**src/rtl/supervisor_pkg.sv**
```systemverilog
// constants and timing for the supervisor reset and watchdog block
// ----------------------------------------------------------------
// Behaviour
// - reset_o is always the exact inverse of reset_n_o.
// - hold reset while supply low, release about 200 ms after recovery.
// - assert reset at once when supply-low indication goes active.
// - brownout gives a reset pulse; a running pulse lasts 140 ms at least.
// - power_fail_flag_n low whenever comparator reports input below trip.
// - manual_reset_n low starts a reset pulse of 140 ms minimum.
// - no kick edge within 1.6 s of counting drives watchdog_expired_n low.
// - expired output stays low until a new kick edge is seen.
// - kick input floating keeps watchdog counter cleared and stopped.
// - watchdog counter is held cleared while reset is asserted.
// - after reset, any kick edge starts a fresh 1.6 s countdown.
// - every further kick edge clears counter and restarts countdown.
// - expired output forced low while supply low, high again at once.
// - reset stays asserted 200 ms after manual_reset_n returns high.
// - watchdog expiry does not assert reset by itself.
// ----------------------------------------------------------------
package supervisor_pkg;
    // core clock period in picoseconds (20 MHz)
    localparam longint CLK_PERIOD_PS = 64'd50_000;
    // reset stretch, typical, in milliseconds
    localparam longint RESET_STRETCH_MS = 64'd200;
    // watchdog timeout in milliseconds
    localparam longint WDOG_TIMEOUT_MS = 64'd1600;
    // cycle counts derived from the clock rate
    localparam longint RESET_STRETCH_CYC = (RESET_STRETCH_MS * 64'd1_000_000_000)
        / CLK_PERIOD_PS;
    localparam longint WDOG_TIMEOUT_CYC = (WDOG_TIMEOUT_MS * 64'd1_000_000_000)
        / CLK_PERIOD_PS;
    // counter width, wide enough for either default
    localparam int CNT_W = 32;
    // values after reset
    localparam logic RESET_N_RST = 1'b0;
    localparam logic EXPIRED_N_RST = 1'b1;
    // synchroniser order {float, kick, manual_n, sense, supply_low}
    localparam logic [4:0] SYNC_RST = 5'h05;
    localparam logic KICK_PREV_RST = 1'b0;
    localparam logic FAIL_FLAG_N_RST = 1'b1;
endpackage

```
**src/rtl/supervisor_reset_watchdog.sv**
```systemverilog
// reset stretcher, watchdog and power-fail flag for a supervised processor
`timescale 1ns/1ps
module supervisor_reset_watchdog #(
    parameter logic [31:0] STRETCH_CYC = 32'(supervisor_pkg::RESET_STRETCH_CYC),
    parameter logic [31:0] WDOG_CYC = 32'(supervisor_pkg::WDOG_TIMEOUT_CYC)
) (
    // clock and reset
    input wire logic core_clk_i,
    input wire logic nrst_i,
    // supply and comparator indications
    input wire logic supply_low_i,
    input wire logic power_fail_sense_in_i,
    // manual reset and watchdog kick
    input wire logic manual_reset_n_i,
    input wire logic watchdog_kick_in_i,
    input wire logic kick_float_i,
    // outputs to the processor
    output logic reset_n_o,
    output logic reset_o,
    output logic watchdog_expired_n_o,
    output logic power_fail_flag_n_o
);

    // ------------------------------------------------------------
    // elaboration checks
    // ------------------------------------------------------------
    // a zero stretch would let reset drop while the trigger still settles
    if (STRETCH_CYC < 32'd1 || WDOG_CYC < 32'd2) begin : g_bad_param
        $error("supervisor counts too small");
    end
    // counters below are fixed at 32 bits
    if (supervisor_pkg::CNT_W != 32) begin : g_bad_width
        $error("supervisor counter width must be 32");
    end
    // the package cycle counts are cut to 32 bits for the defaults
    if (supervisor_pkg::RESET_STRETCH_CYC > 64'hFFFF_FFFF ||
        supervisor_pkg::WDOG_TIMEOUT_CYC > 64'hFFFF_FFFF) begin : g_bad_default
        $error("supervisor default counts overflow");
    end

    // ------------------------------------------------------------
    // input synchronisers
    // ------------------------------------------------------------
    logic [4:0] sync1_r;
    logic [4:0] sync2_r;
    logic [4:0] raw_in;
    logic supply_low_s;
    logic sense_below_s;
    logic manual_n_s;
    logic kick_s;
    logic float_s;

    // all pins are asynchronous to the core clock, so they travel together
    assign raw_in = {kick_float_i, watchdog_kick_in_i, manual_reset_n_i,
                     power_fail_sense_in_i, supply_low_i};
    // only the second stage is read beyond this point
    assign supply_low_s = sync2_r[0];
    assign sense_below_s = sync2_r[1];
    assign manual_n_s = sync2_r[2];
    assign kick_s = sync2_r[3];
    assign float_s = sync2_r[4];

    // two stages; reset values read as supply low so reset cannot drop early
    always_ff @(posedge core_clk_i or negedge nrst_i) begin
        if (!nrst_i) begin
            sync1_r <= supervisor_pkg::SYNC_RST;
            sync2_r <= supervisor_pkg::SYNC_RST;
        end else begin
            sync1_r <= raw_in;
            sync2_r <= sync1_r;
        end
    end

    // ------------------------------------------------------------
    // kick edge detector
    // ------------------------------------------------------------
    logic kick_prev_r;
    logic kick_prev_nxt;
    logic kick_edge;

    // either polarity counts; a pulse shorter than a clock may be missed
    assign kick_edge = kick_s ^ kick_prev_r;

    always_comb begin
        kick_prev_nxt = kick_s; // tracks the pin even while disabled
    end

    // reset level matches a low idle pin, so no false edge after reset
    always_ff @(posedge core_clk_i or negedge nrst_i) begin
        if (!nrst_i) begin
            kick_prev_r <= supervisor_pkg::KICK_PREV_RST;
        end else begin
            kick_prev_r <= kick_prev_nxt;
        end
    end

    // ------------------------------------------------------------
    // reset stretcher
    // ------------------------------------------------------------
    logic [31:0] rst_cnt_r;
    logic [31:0] rst_cnt_nxt;
    logic reset_n_r;
    logic reset_n_nxt;
    logic trigger;

    // supply low or manual reset keep the counter reloaded
    assign trigger = supply_low_s || !manual_n_s;

    // any trigger reloads, so a brownout mid-pulse restarts the full stretch
    always_comb begin
        rst_cnt_nxt = rst_cnt_r;
        reset_n_nxt = reset_n_r;
        if (trigger) begin
            rst_cnt_nxt = STRETCH_CYC;
            reset_n_nxt = 1'b0;
        end else if (rst_cnt_r != 32'd0) begin
            rst_cnt_nxt = rst_cnt_r - 32'd1;
            reset_n_nxt = 1'b0;
        end else begin
            reset_n_nxt = 1'b1;
        end
    end

    always_ff @(posedge core_clk_i or negedge nrst_i) begin
        if (!nrst_i) begin
            rst_cnt_r <= STRETCH_CYC;
            reset_n_r <= supervisor_pkg::RESET_N_RST;
        end else begin
            rst_cnt_r <= rst_cnt_nxt;
            reset_n_r <= reset_n_nxt;
        end
    end

    assign reset_n_o = reset_n_r;
    assign reset_o = ~reset_n_r;

    // ------------------------------------------------------------
    // watchdog
    // ------------------------------------------------------------
    logic [31:0] wd_cnt_r;
    logic [31:0] wd_cnt_nxt;
    logic wd_run_r;
    logic wd_run_nxt;
    logic expired_r;
    logic expired_nxt;

    // counting starts only after an edge seen outside reset
    always_comb begin
        wd_cnt_nxt = wd_cnt_r;
        wd_run_nxt = wd_run_r;
        expired_nxt = expired_r;
        if (float_s || !reset_n_r) begin
            wd_cnt_nxt = 32'd0;
            wd_run_nxt = 1'b0;
        end else if (kick_edge) begin
            wd_cnt_nxt = 32'd0;
            wd_run_nxt = 1'b1;
            expired_nxt = 1'b0;
        end else if (wd_run_r) begin
            if (wd_cnt_r >= WDOG_CYC - 32'd1) begin
                expired_nxt = 1'b1;
                wd_run_nxt = 1'b0;
            end else begin
                wd_cnt_nxt = wd_cnt_r + 32'd1;
            end
        end
    end

    always_ff @(posedge core_clk_i or negedge nrst_i) begin
        if (!nrst_i) begin
            wd_cnt_r <= 32'd0;
            wd_run_r <= 1'b0;
            expired_r <= 1'b0;
        end else begin
            wd_cnt_r <= wd_cnt_nxt;
            wd_run_r <= wd_run_nxt;
            expired_r <= expired_nxt;
        end
    end

    // ------------------------------------------------------------
    // expiry output
    // ------------------------------------------------------------
    logic expired_n_r;
    logic expired_n_nxt;

    // supply gate has no stretch, unlike the reset outputs
    always_comb begin
        expired_n_nxt = !(expired_nxt || supply_low_s);
    end

    // registered so the pin never shows a decode glitch
    always_ff @(posedge core_clk_i or negedge nrst_i) begin
        if (!nrst_i) begin
            expired_n_r <= supervisor_pkg::EXPIRED_N_RST;
        end else begin
            expired_n_r <= expired_n_nxt;
        end
    end

    assign watchdog_expired_n_o = expired_n_r;

    // ------------------------------------------------------------
    // power-fail flag
    // ------------------------------------------------------------
    logic fail_flag_n_r;
    logic fail_flag_n_nxt;

    // comparator result passes straight through; hysteresis stays off chip
    always_comb begin
        fail_flag_n_nxt = !sense_below_s;
    end

    always_ff @(posedge core_clk_i or negedge nrst_i) begin
        if (!nrst_i) begin
            fail_flag_n_r <= supervisor_pkg::FAIL_FLAG_N_RST;
        end else begin
            fail_flag_n_r <= fail_flag_n_nxt;
        end
    end

    assign power_fail_flag_n_o = fail_flag_n_r;

endmodule

```
**config.mk**
```make
export PLATFORM = sky130hd
export DESIGN_NAME = supervisor_reset_watchdog
export DESIGN_NICKNAME = d
export VERILOG_FILES = /design/src/rtl/supervisor_pkg.sv /design/src/rtl/supervisor_reset_watchdog.sv
export SDC_FILE = /design/constraint.sdc
export NUM_CORES = 1
export LEC_CHECK = 0
export BUFFER_PORTS_ARGS = -buffer_cell sky130_fd_sc_hd__buf_2
export CAP_MARGIN = 30
export CORE_ASPECT_RATIO = 0.7
export CORE_MARGIN = 2
export CORE_UTILIZATION = 40
export DETAILED_ROUTE_END_ITERATION = 7
export PLACE_DENSITY = 0.52
export SLEW_MARGIN = 20
export SYNTH_ARGS = -nofsm -noshare
export SYNTH_HDL_FRONTEND = slang
export SYNTH_SLANG_ARGS = --single-unit
```
**constraint.sdc**
```tcl
create_clock -name core_clk_i -period 4.7 [get_ports core_clk_i]
set_input_delay 0.235 -clock core_clk_i [delete_from_list [all_inputs] [get_ports core_clk_i]]
set_output_delay 0.235 -clock core_clk_i [all_outputs]
set_load 0.02 [all_outputs]
```
==> metrics, run 1 <==
CP endpoint kind=flip-flop; Mapped Cells=a little under 400; Port Buf Inserts=10; peak supply drop=approximately 230 uV; crit path max fanout=15; Synth async-reset ratio=1.00; # hold bufs at CTS=6; Setup CP Type=flip-flop to flip-flop; hpwl dp=around 6100 um; power per cell area=341 nW/um2; Vias/cell=5.75; slowest cell delay on critical path=570 ps; final setup TNS=0 ps; Die Width=124 um; syn nets=404; Die Footprint=approximately 11,000 um2; distinct cell type count after synthesis=58; clock tree buffer depth=2; cells on worst reg2reg path=5; Die H=88.0 um; Final setup violation count=0; CP Data Arrival Time=between 2000 and 3000 ps; commonest cells after routing, fill and taps aside=67 x dfrtp_1, 31 x nand2_1, 27 x a21oi_1, 26 x or4_1, 21 x o31ai_1; worst path cell trace=or4_4 > a211o_1 > or2_1 > or4_1 > a21oi_1; Final Hold Fails=0; CP Launch Type=flip-flop; Synth Flop Type=dfrtp_1; post-CTS setup buffers=0; FF-to-FF setup slack=2220 ps; clk_skew=5.35 ps; Final nets=424; max-slew violations=0; maximum clock rate=402 MHz; H-tree depth=3; FF-to-FF End=wd_cnt_r[17]; I/O pin total=11; largest net degree at the start of global routing=67; clock latency on the worst-skew pair=330 ps; post_cts resized=0; TritonCTS Sinks=80; HP Class=input port to asynchronous set/reset pin; Routed Antenna Nets=0; diode count=0; Slowest-stage cell, CP=or4_4; All-Layer GR Usage=0.184; outcome=finished, final reports clean; initial antenna violation count=0; commonest non-fill, non-tap cell in the layout=dfrtp_1; worst slack at placement=2250 ps; Static Leakage=1.83 nW; vias in the first global route=2,951; CTS Buf Count=9; max-capacitance violation count=0; Area growth syn-to-layout=15.8%; syn_area_per_cell=10.2 um2; DRC violations left=0; Placer Congestion=a little under 0.8; initial core utilization=0.413; clock slew at reported path FFs=60 ps; Post-Syn Area=4030 um2; Slew HR=0.432; flops & latches, synth=80; DR WL/cell=approximately 17 um; Fillers=a little over 900; RSZ-0062 raised after global routing=no; first-pass GRT wire length=15,300 um; CP Data Required Time=4960 ps; Worst-Margin Slew=846 ps; Seq/Total Area, Yosys=0.501; Root Driver=clkbuf_16; Congestion Overflow GR=0; reg2reg start=wd_cnt_r[27]; share of cells above drive strength 1=0.158; core area=9760 um2; number of flops mapped to enable cells by yosys=0; Final Cycle Share=0.529; row count=30; CTS tree=done; DR pass1 iterations=4; Setup WS post-layout=roughly 2200 ps; drt initial violations=236; Ys Warns=0; routed via count=roughly 3.1k; Tmin final=2480 ps; WL final=between 9000 and 10,000 um
## cell families after synthesis
| family | share of synthesized area |
|---|---|
| compound gates | 0.165 |
| mux | 0.00745 |
| xor+xnor | 0.0152 |
| simple gates | 0.281 |
| buf+inv | 0.0217 |
| fa+ha+maj | 0.00931 |
| flops | 0.501 |
## metrics by stage
step	power, W	hold WS [ps]	utilization	cells	cell area (um2)
3_5_place_dp	0.000800	113	0.435	524	4250
5_1_grt	0.00166	313	0.478	547	4670
6_report	0.00159	300	0.478	547	4670
3_3_place_gp	0.000799	106	0.432	521	4220
2_1_floorplan	0.000767	-60.6	-	394	4030
4_1_cts	0.00162	299	0.477	546	4650
## state kept, by name (all words and copies together), names as in the netlist
name	count
expired_r	1
kick_prev_r	1
power_fail_flag_n_o	1
reset_n_o	1
rst_cnt_r	32
sync1_r	5
sync2_r	5
watchdog_expired_n_o	1
wd_cnt_r	32
wd_run_r	1
## layout make-up
class,count,area (um2),share of cell area
Clock buffer,9,225,0.0483
Clock inverter,7,119,0.0255
Inverter,9,33.8,0.00724
Multi-Input combinational cell,291,1930,0.414
Sequential cell,80,2020,0.433
Tap cell,128,160,0.0343
Timing Repair Buffer,23,180,0.0386
## critical path, delay by kind of cell (launching register included)
kind	cells	cell delay (ps)
simple gates	3	1380
flops	1	380
compound gates	2	650
## cell usage after synthesis (all sizes together) (2+ instances only)
cell type,count,area (um2)
o311ai,2,17.5
or3,15,93.8
ha,3,37.5
and4,4,35.0
a21oi,27,135
nand3b,3,22.5
inv,9,33.8
and2,11,68.8
nor4,14,136
o31a,4,35.0
xor2,4,35.0
a31o,2,17.5
xnor2,3,26.3
o211ai,8,65.1
nand4,11,75.1
a31oi,2,12.5
nand2b,9,56.3
mux2i,3,30.0
nor2,16,60.1
or2,5,31.3
nor2b,2,12.5
nor3,8,40.0
o21ai,11,55.1
or4b,2,20.0
o31ai,23,191
nand3,16,85.1
and3,5,31.3
nor3b,3,22.5
o21a,3,22.5
nand2,31,116
clkbuf,13,48.8
a2111oi,2,18.8
dfstp,13,342
dfrtp,67,1680
or4,27,206
## report_power, final
part / leakage, nW / internal [W] / total (W) / switching, W
combinational: 0.612 / 0.0000277 / 0.0000795 / 0.0000519
sequential: 1.05 / 0.000704 / 0.000712 / 0.00000895
clock: 0.162 / 0.000519 / 0.000799 / 0.000280
total: 1.83 / 0.00125 / 0.00159 / 0.000341
## worst max path at each step
stage	start	endpoint	cells past startpoint
2_1_floorplan	wd_cnt_r[27]	wd_cnt_r[13]	5
6_report	wd_cnt_r[27]	wd_cnt_r[17]	5
4_1_cts	wd_cnt_r[27]	wd_cnt_r[22]	5
5_1_grt	rst_cnt_r[27]	rst_cnt_r[8]	5
3_3_place_gp	wd_cnt_r[12]	wd_cnt_r[16]	5
3_5_place_dp	wd_cnt_r[27]	wd_cnt_r[17]	5
## metal layers
layer,vias up,routed length [um],global-route usage
met5,-,0,0
met3,6,439,0.0573
met4,0,59,0.0368
li1,1563,-,-
met2,71,3470,0.246
met1,1505,5070,0.289
Power figures use the tool's default switching activity.
==> run 2: changes to the inputs <==
- clock period: 4.7 -> 2.5 ns (I/O delays scaled with it)
==> run 2 against run 1 <==
Combinational power up 110%. Non-clock buffer count rose by 14. Count of clock-buffer cells in the layout did not move. Flip-flop and latch count unchanged. Clock power increased by 64%. Critical endpoint is now rst_cnt_r[28]. Largest power group is now sequential cells.
==> metrics, run 2 (same netlist as run 1, synthesis figures left out) <==
Static Leakage=1.87 nW; power per cell area=597 nW/um2; row count=30; DRC violations left=0; final instance area=4720 um2; Die Footprint=10,900 um2; Setup CP Type=flip-flop to flip-flop; CP Launch Type=flip-flop; CTS tree=done; largest net degree at the start of global routing=41; drt initial violations=around 200; core area=around 10000 um2; WL final=8960 um; share of cells above drive strength 1=0.185; RSZ-0062 raised after global routing=no; max-slew violations=0; Slew HR=0.527; routed via count=3,225; Final Hold Fails=0; maximum clock rate=441 MHz; reg2reg start=rst_cnt_r[13]; DR pass1 iterations=4; Worst-Margin Slew=710 ps; clk_skew=5.61 ps; Final setup violation count=0; placed inst area=~4300 um2; commonest cells after routing, fill and taps aside=67 x dfrtp_1, 31 x nand2_1, 27 x a21oi_1, 26 x or4_1; Largest regs=rst_cnt_r: 32 flops, wd_cnt_r: 32 flops; Port Buf Inserts=10; Final nets=438; post_cts resized=0; vias in the first global route=roughly 3k; max-capacitance violation count=0; Top Metal Used=met4; CP Data Required Time=between 2000 and 3000 ps; Final Cycle Share=0.907; TritonCTS Sinks=80; metal2 WL=about 3500 um; post-route met1 wirelength=~5000 um; hpwl dp=6280 um; Vias/cell=5.75; FF-to-FF setup slack=230 ps; clock tree buffer depth=2; CTS Buf Count=9; crit path max fanout=6; Worst Setup SP=rst_cnt_r[13]; CP Data Arrival Time=2530 ps; clock latency on the worst-skew pair=340 ps; I/O pin total=11; diode count=0; commonest non-fill, non-tap cell in the layout=dfrtp_1; initial antenna violation count=0; initial core utilization=0.413; outcome=finished, final reports clean; Placer Congestion=0.843; Die Width=approximately 120 um; peak supply drop=428 uV; CP endpoint kind=flip-flop; cells on worst reg2reg path=5; Congestion Overflow GR=0; met3 wire length=384 um; final setup TNS=0 ps; clock slew at reported path FFs=60 ps; HP Class=input port to asynchronous set/reset pin; All-Layer GR Usage=0.184; first-pass GRT wire length=15,500 um; Root Driver=clkbuf_16; Tmin final=2270 ps; DR WL/cell=16.0 um; H-tree depth=3; Routed Antenna Nets=0; Die H=88.0 um; Area growth syn-to-layout=17.2%
run 2: worst paths after layout:
| kind | end |
|---|---|
| worst max-delay path | rst_cnt_r[28] |
| worst min-delay path | wd_cnt_r[10] |
| worst max register to register | rst_cnt_r[28] |
| worst min register to register | sync2_r[3] |
| max in group asynchronous | rst_cnt_r[11] |
| min in group core_clk_i | sync2_r[3] |
run 2: layout make-up:
type                       count  area, um2
clock buffer                   9        225
clock inverter                 7       72.6
fill                         902       5040
inverter                       9       33.8
multi-input combinational    291       1930
sequential                    80       2020
tap                          128        160
timing repair buffer          37        283
run 2: report_power, final:
part	switching, W	leakage, nW	total, W	internal, W
clock	0.000539	0.141	0.00131	0.000773
sequential	0.0000175	1.05	0.00134	0.00132
combinational	0.000101	0.680	0.000166	0.0000650
run 2: repair_timing:
action / in CTS / in global routing
setup buffers: 0 / 2
endpoints found under the hold margin: 40 / 0
endpoints found under the setup margin: 0 / 1
hold buffers: 6 / 0
run 2: through the flow:
stage	utilization	power, W	hold WS [ps]	instances	setup slack [ps]
6_report	0.484	0.00282	305	561	232
5_1_grt	0.484	0.00293	356	561	28.0
4_1_cts	0.482	0.00286	327	559	150
3_5_place_dp	0.446	0.00152	136	537	160
3_3_place_gp	0.444	0.00151	231	536	242
2_1_floorplan	-	0.00144	-171	394	406
run 2: layer usage:
layer | vias up | GRT usage
met5 | - | 0
met4 | 0 | 0.0521
met3 | 9 | 0.0430
met2 | 71 | 0.243
met1 | 1558 | 0.294
li1 | 1587 | -
run 2: worst max-delay path, stage by stage, from the launching register on:
cell and delay, ps:
dfrtp_1 420, or3_1 480, nor4_4 330, nand4_1 280, or4_1 530, a21oi_1 150
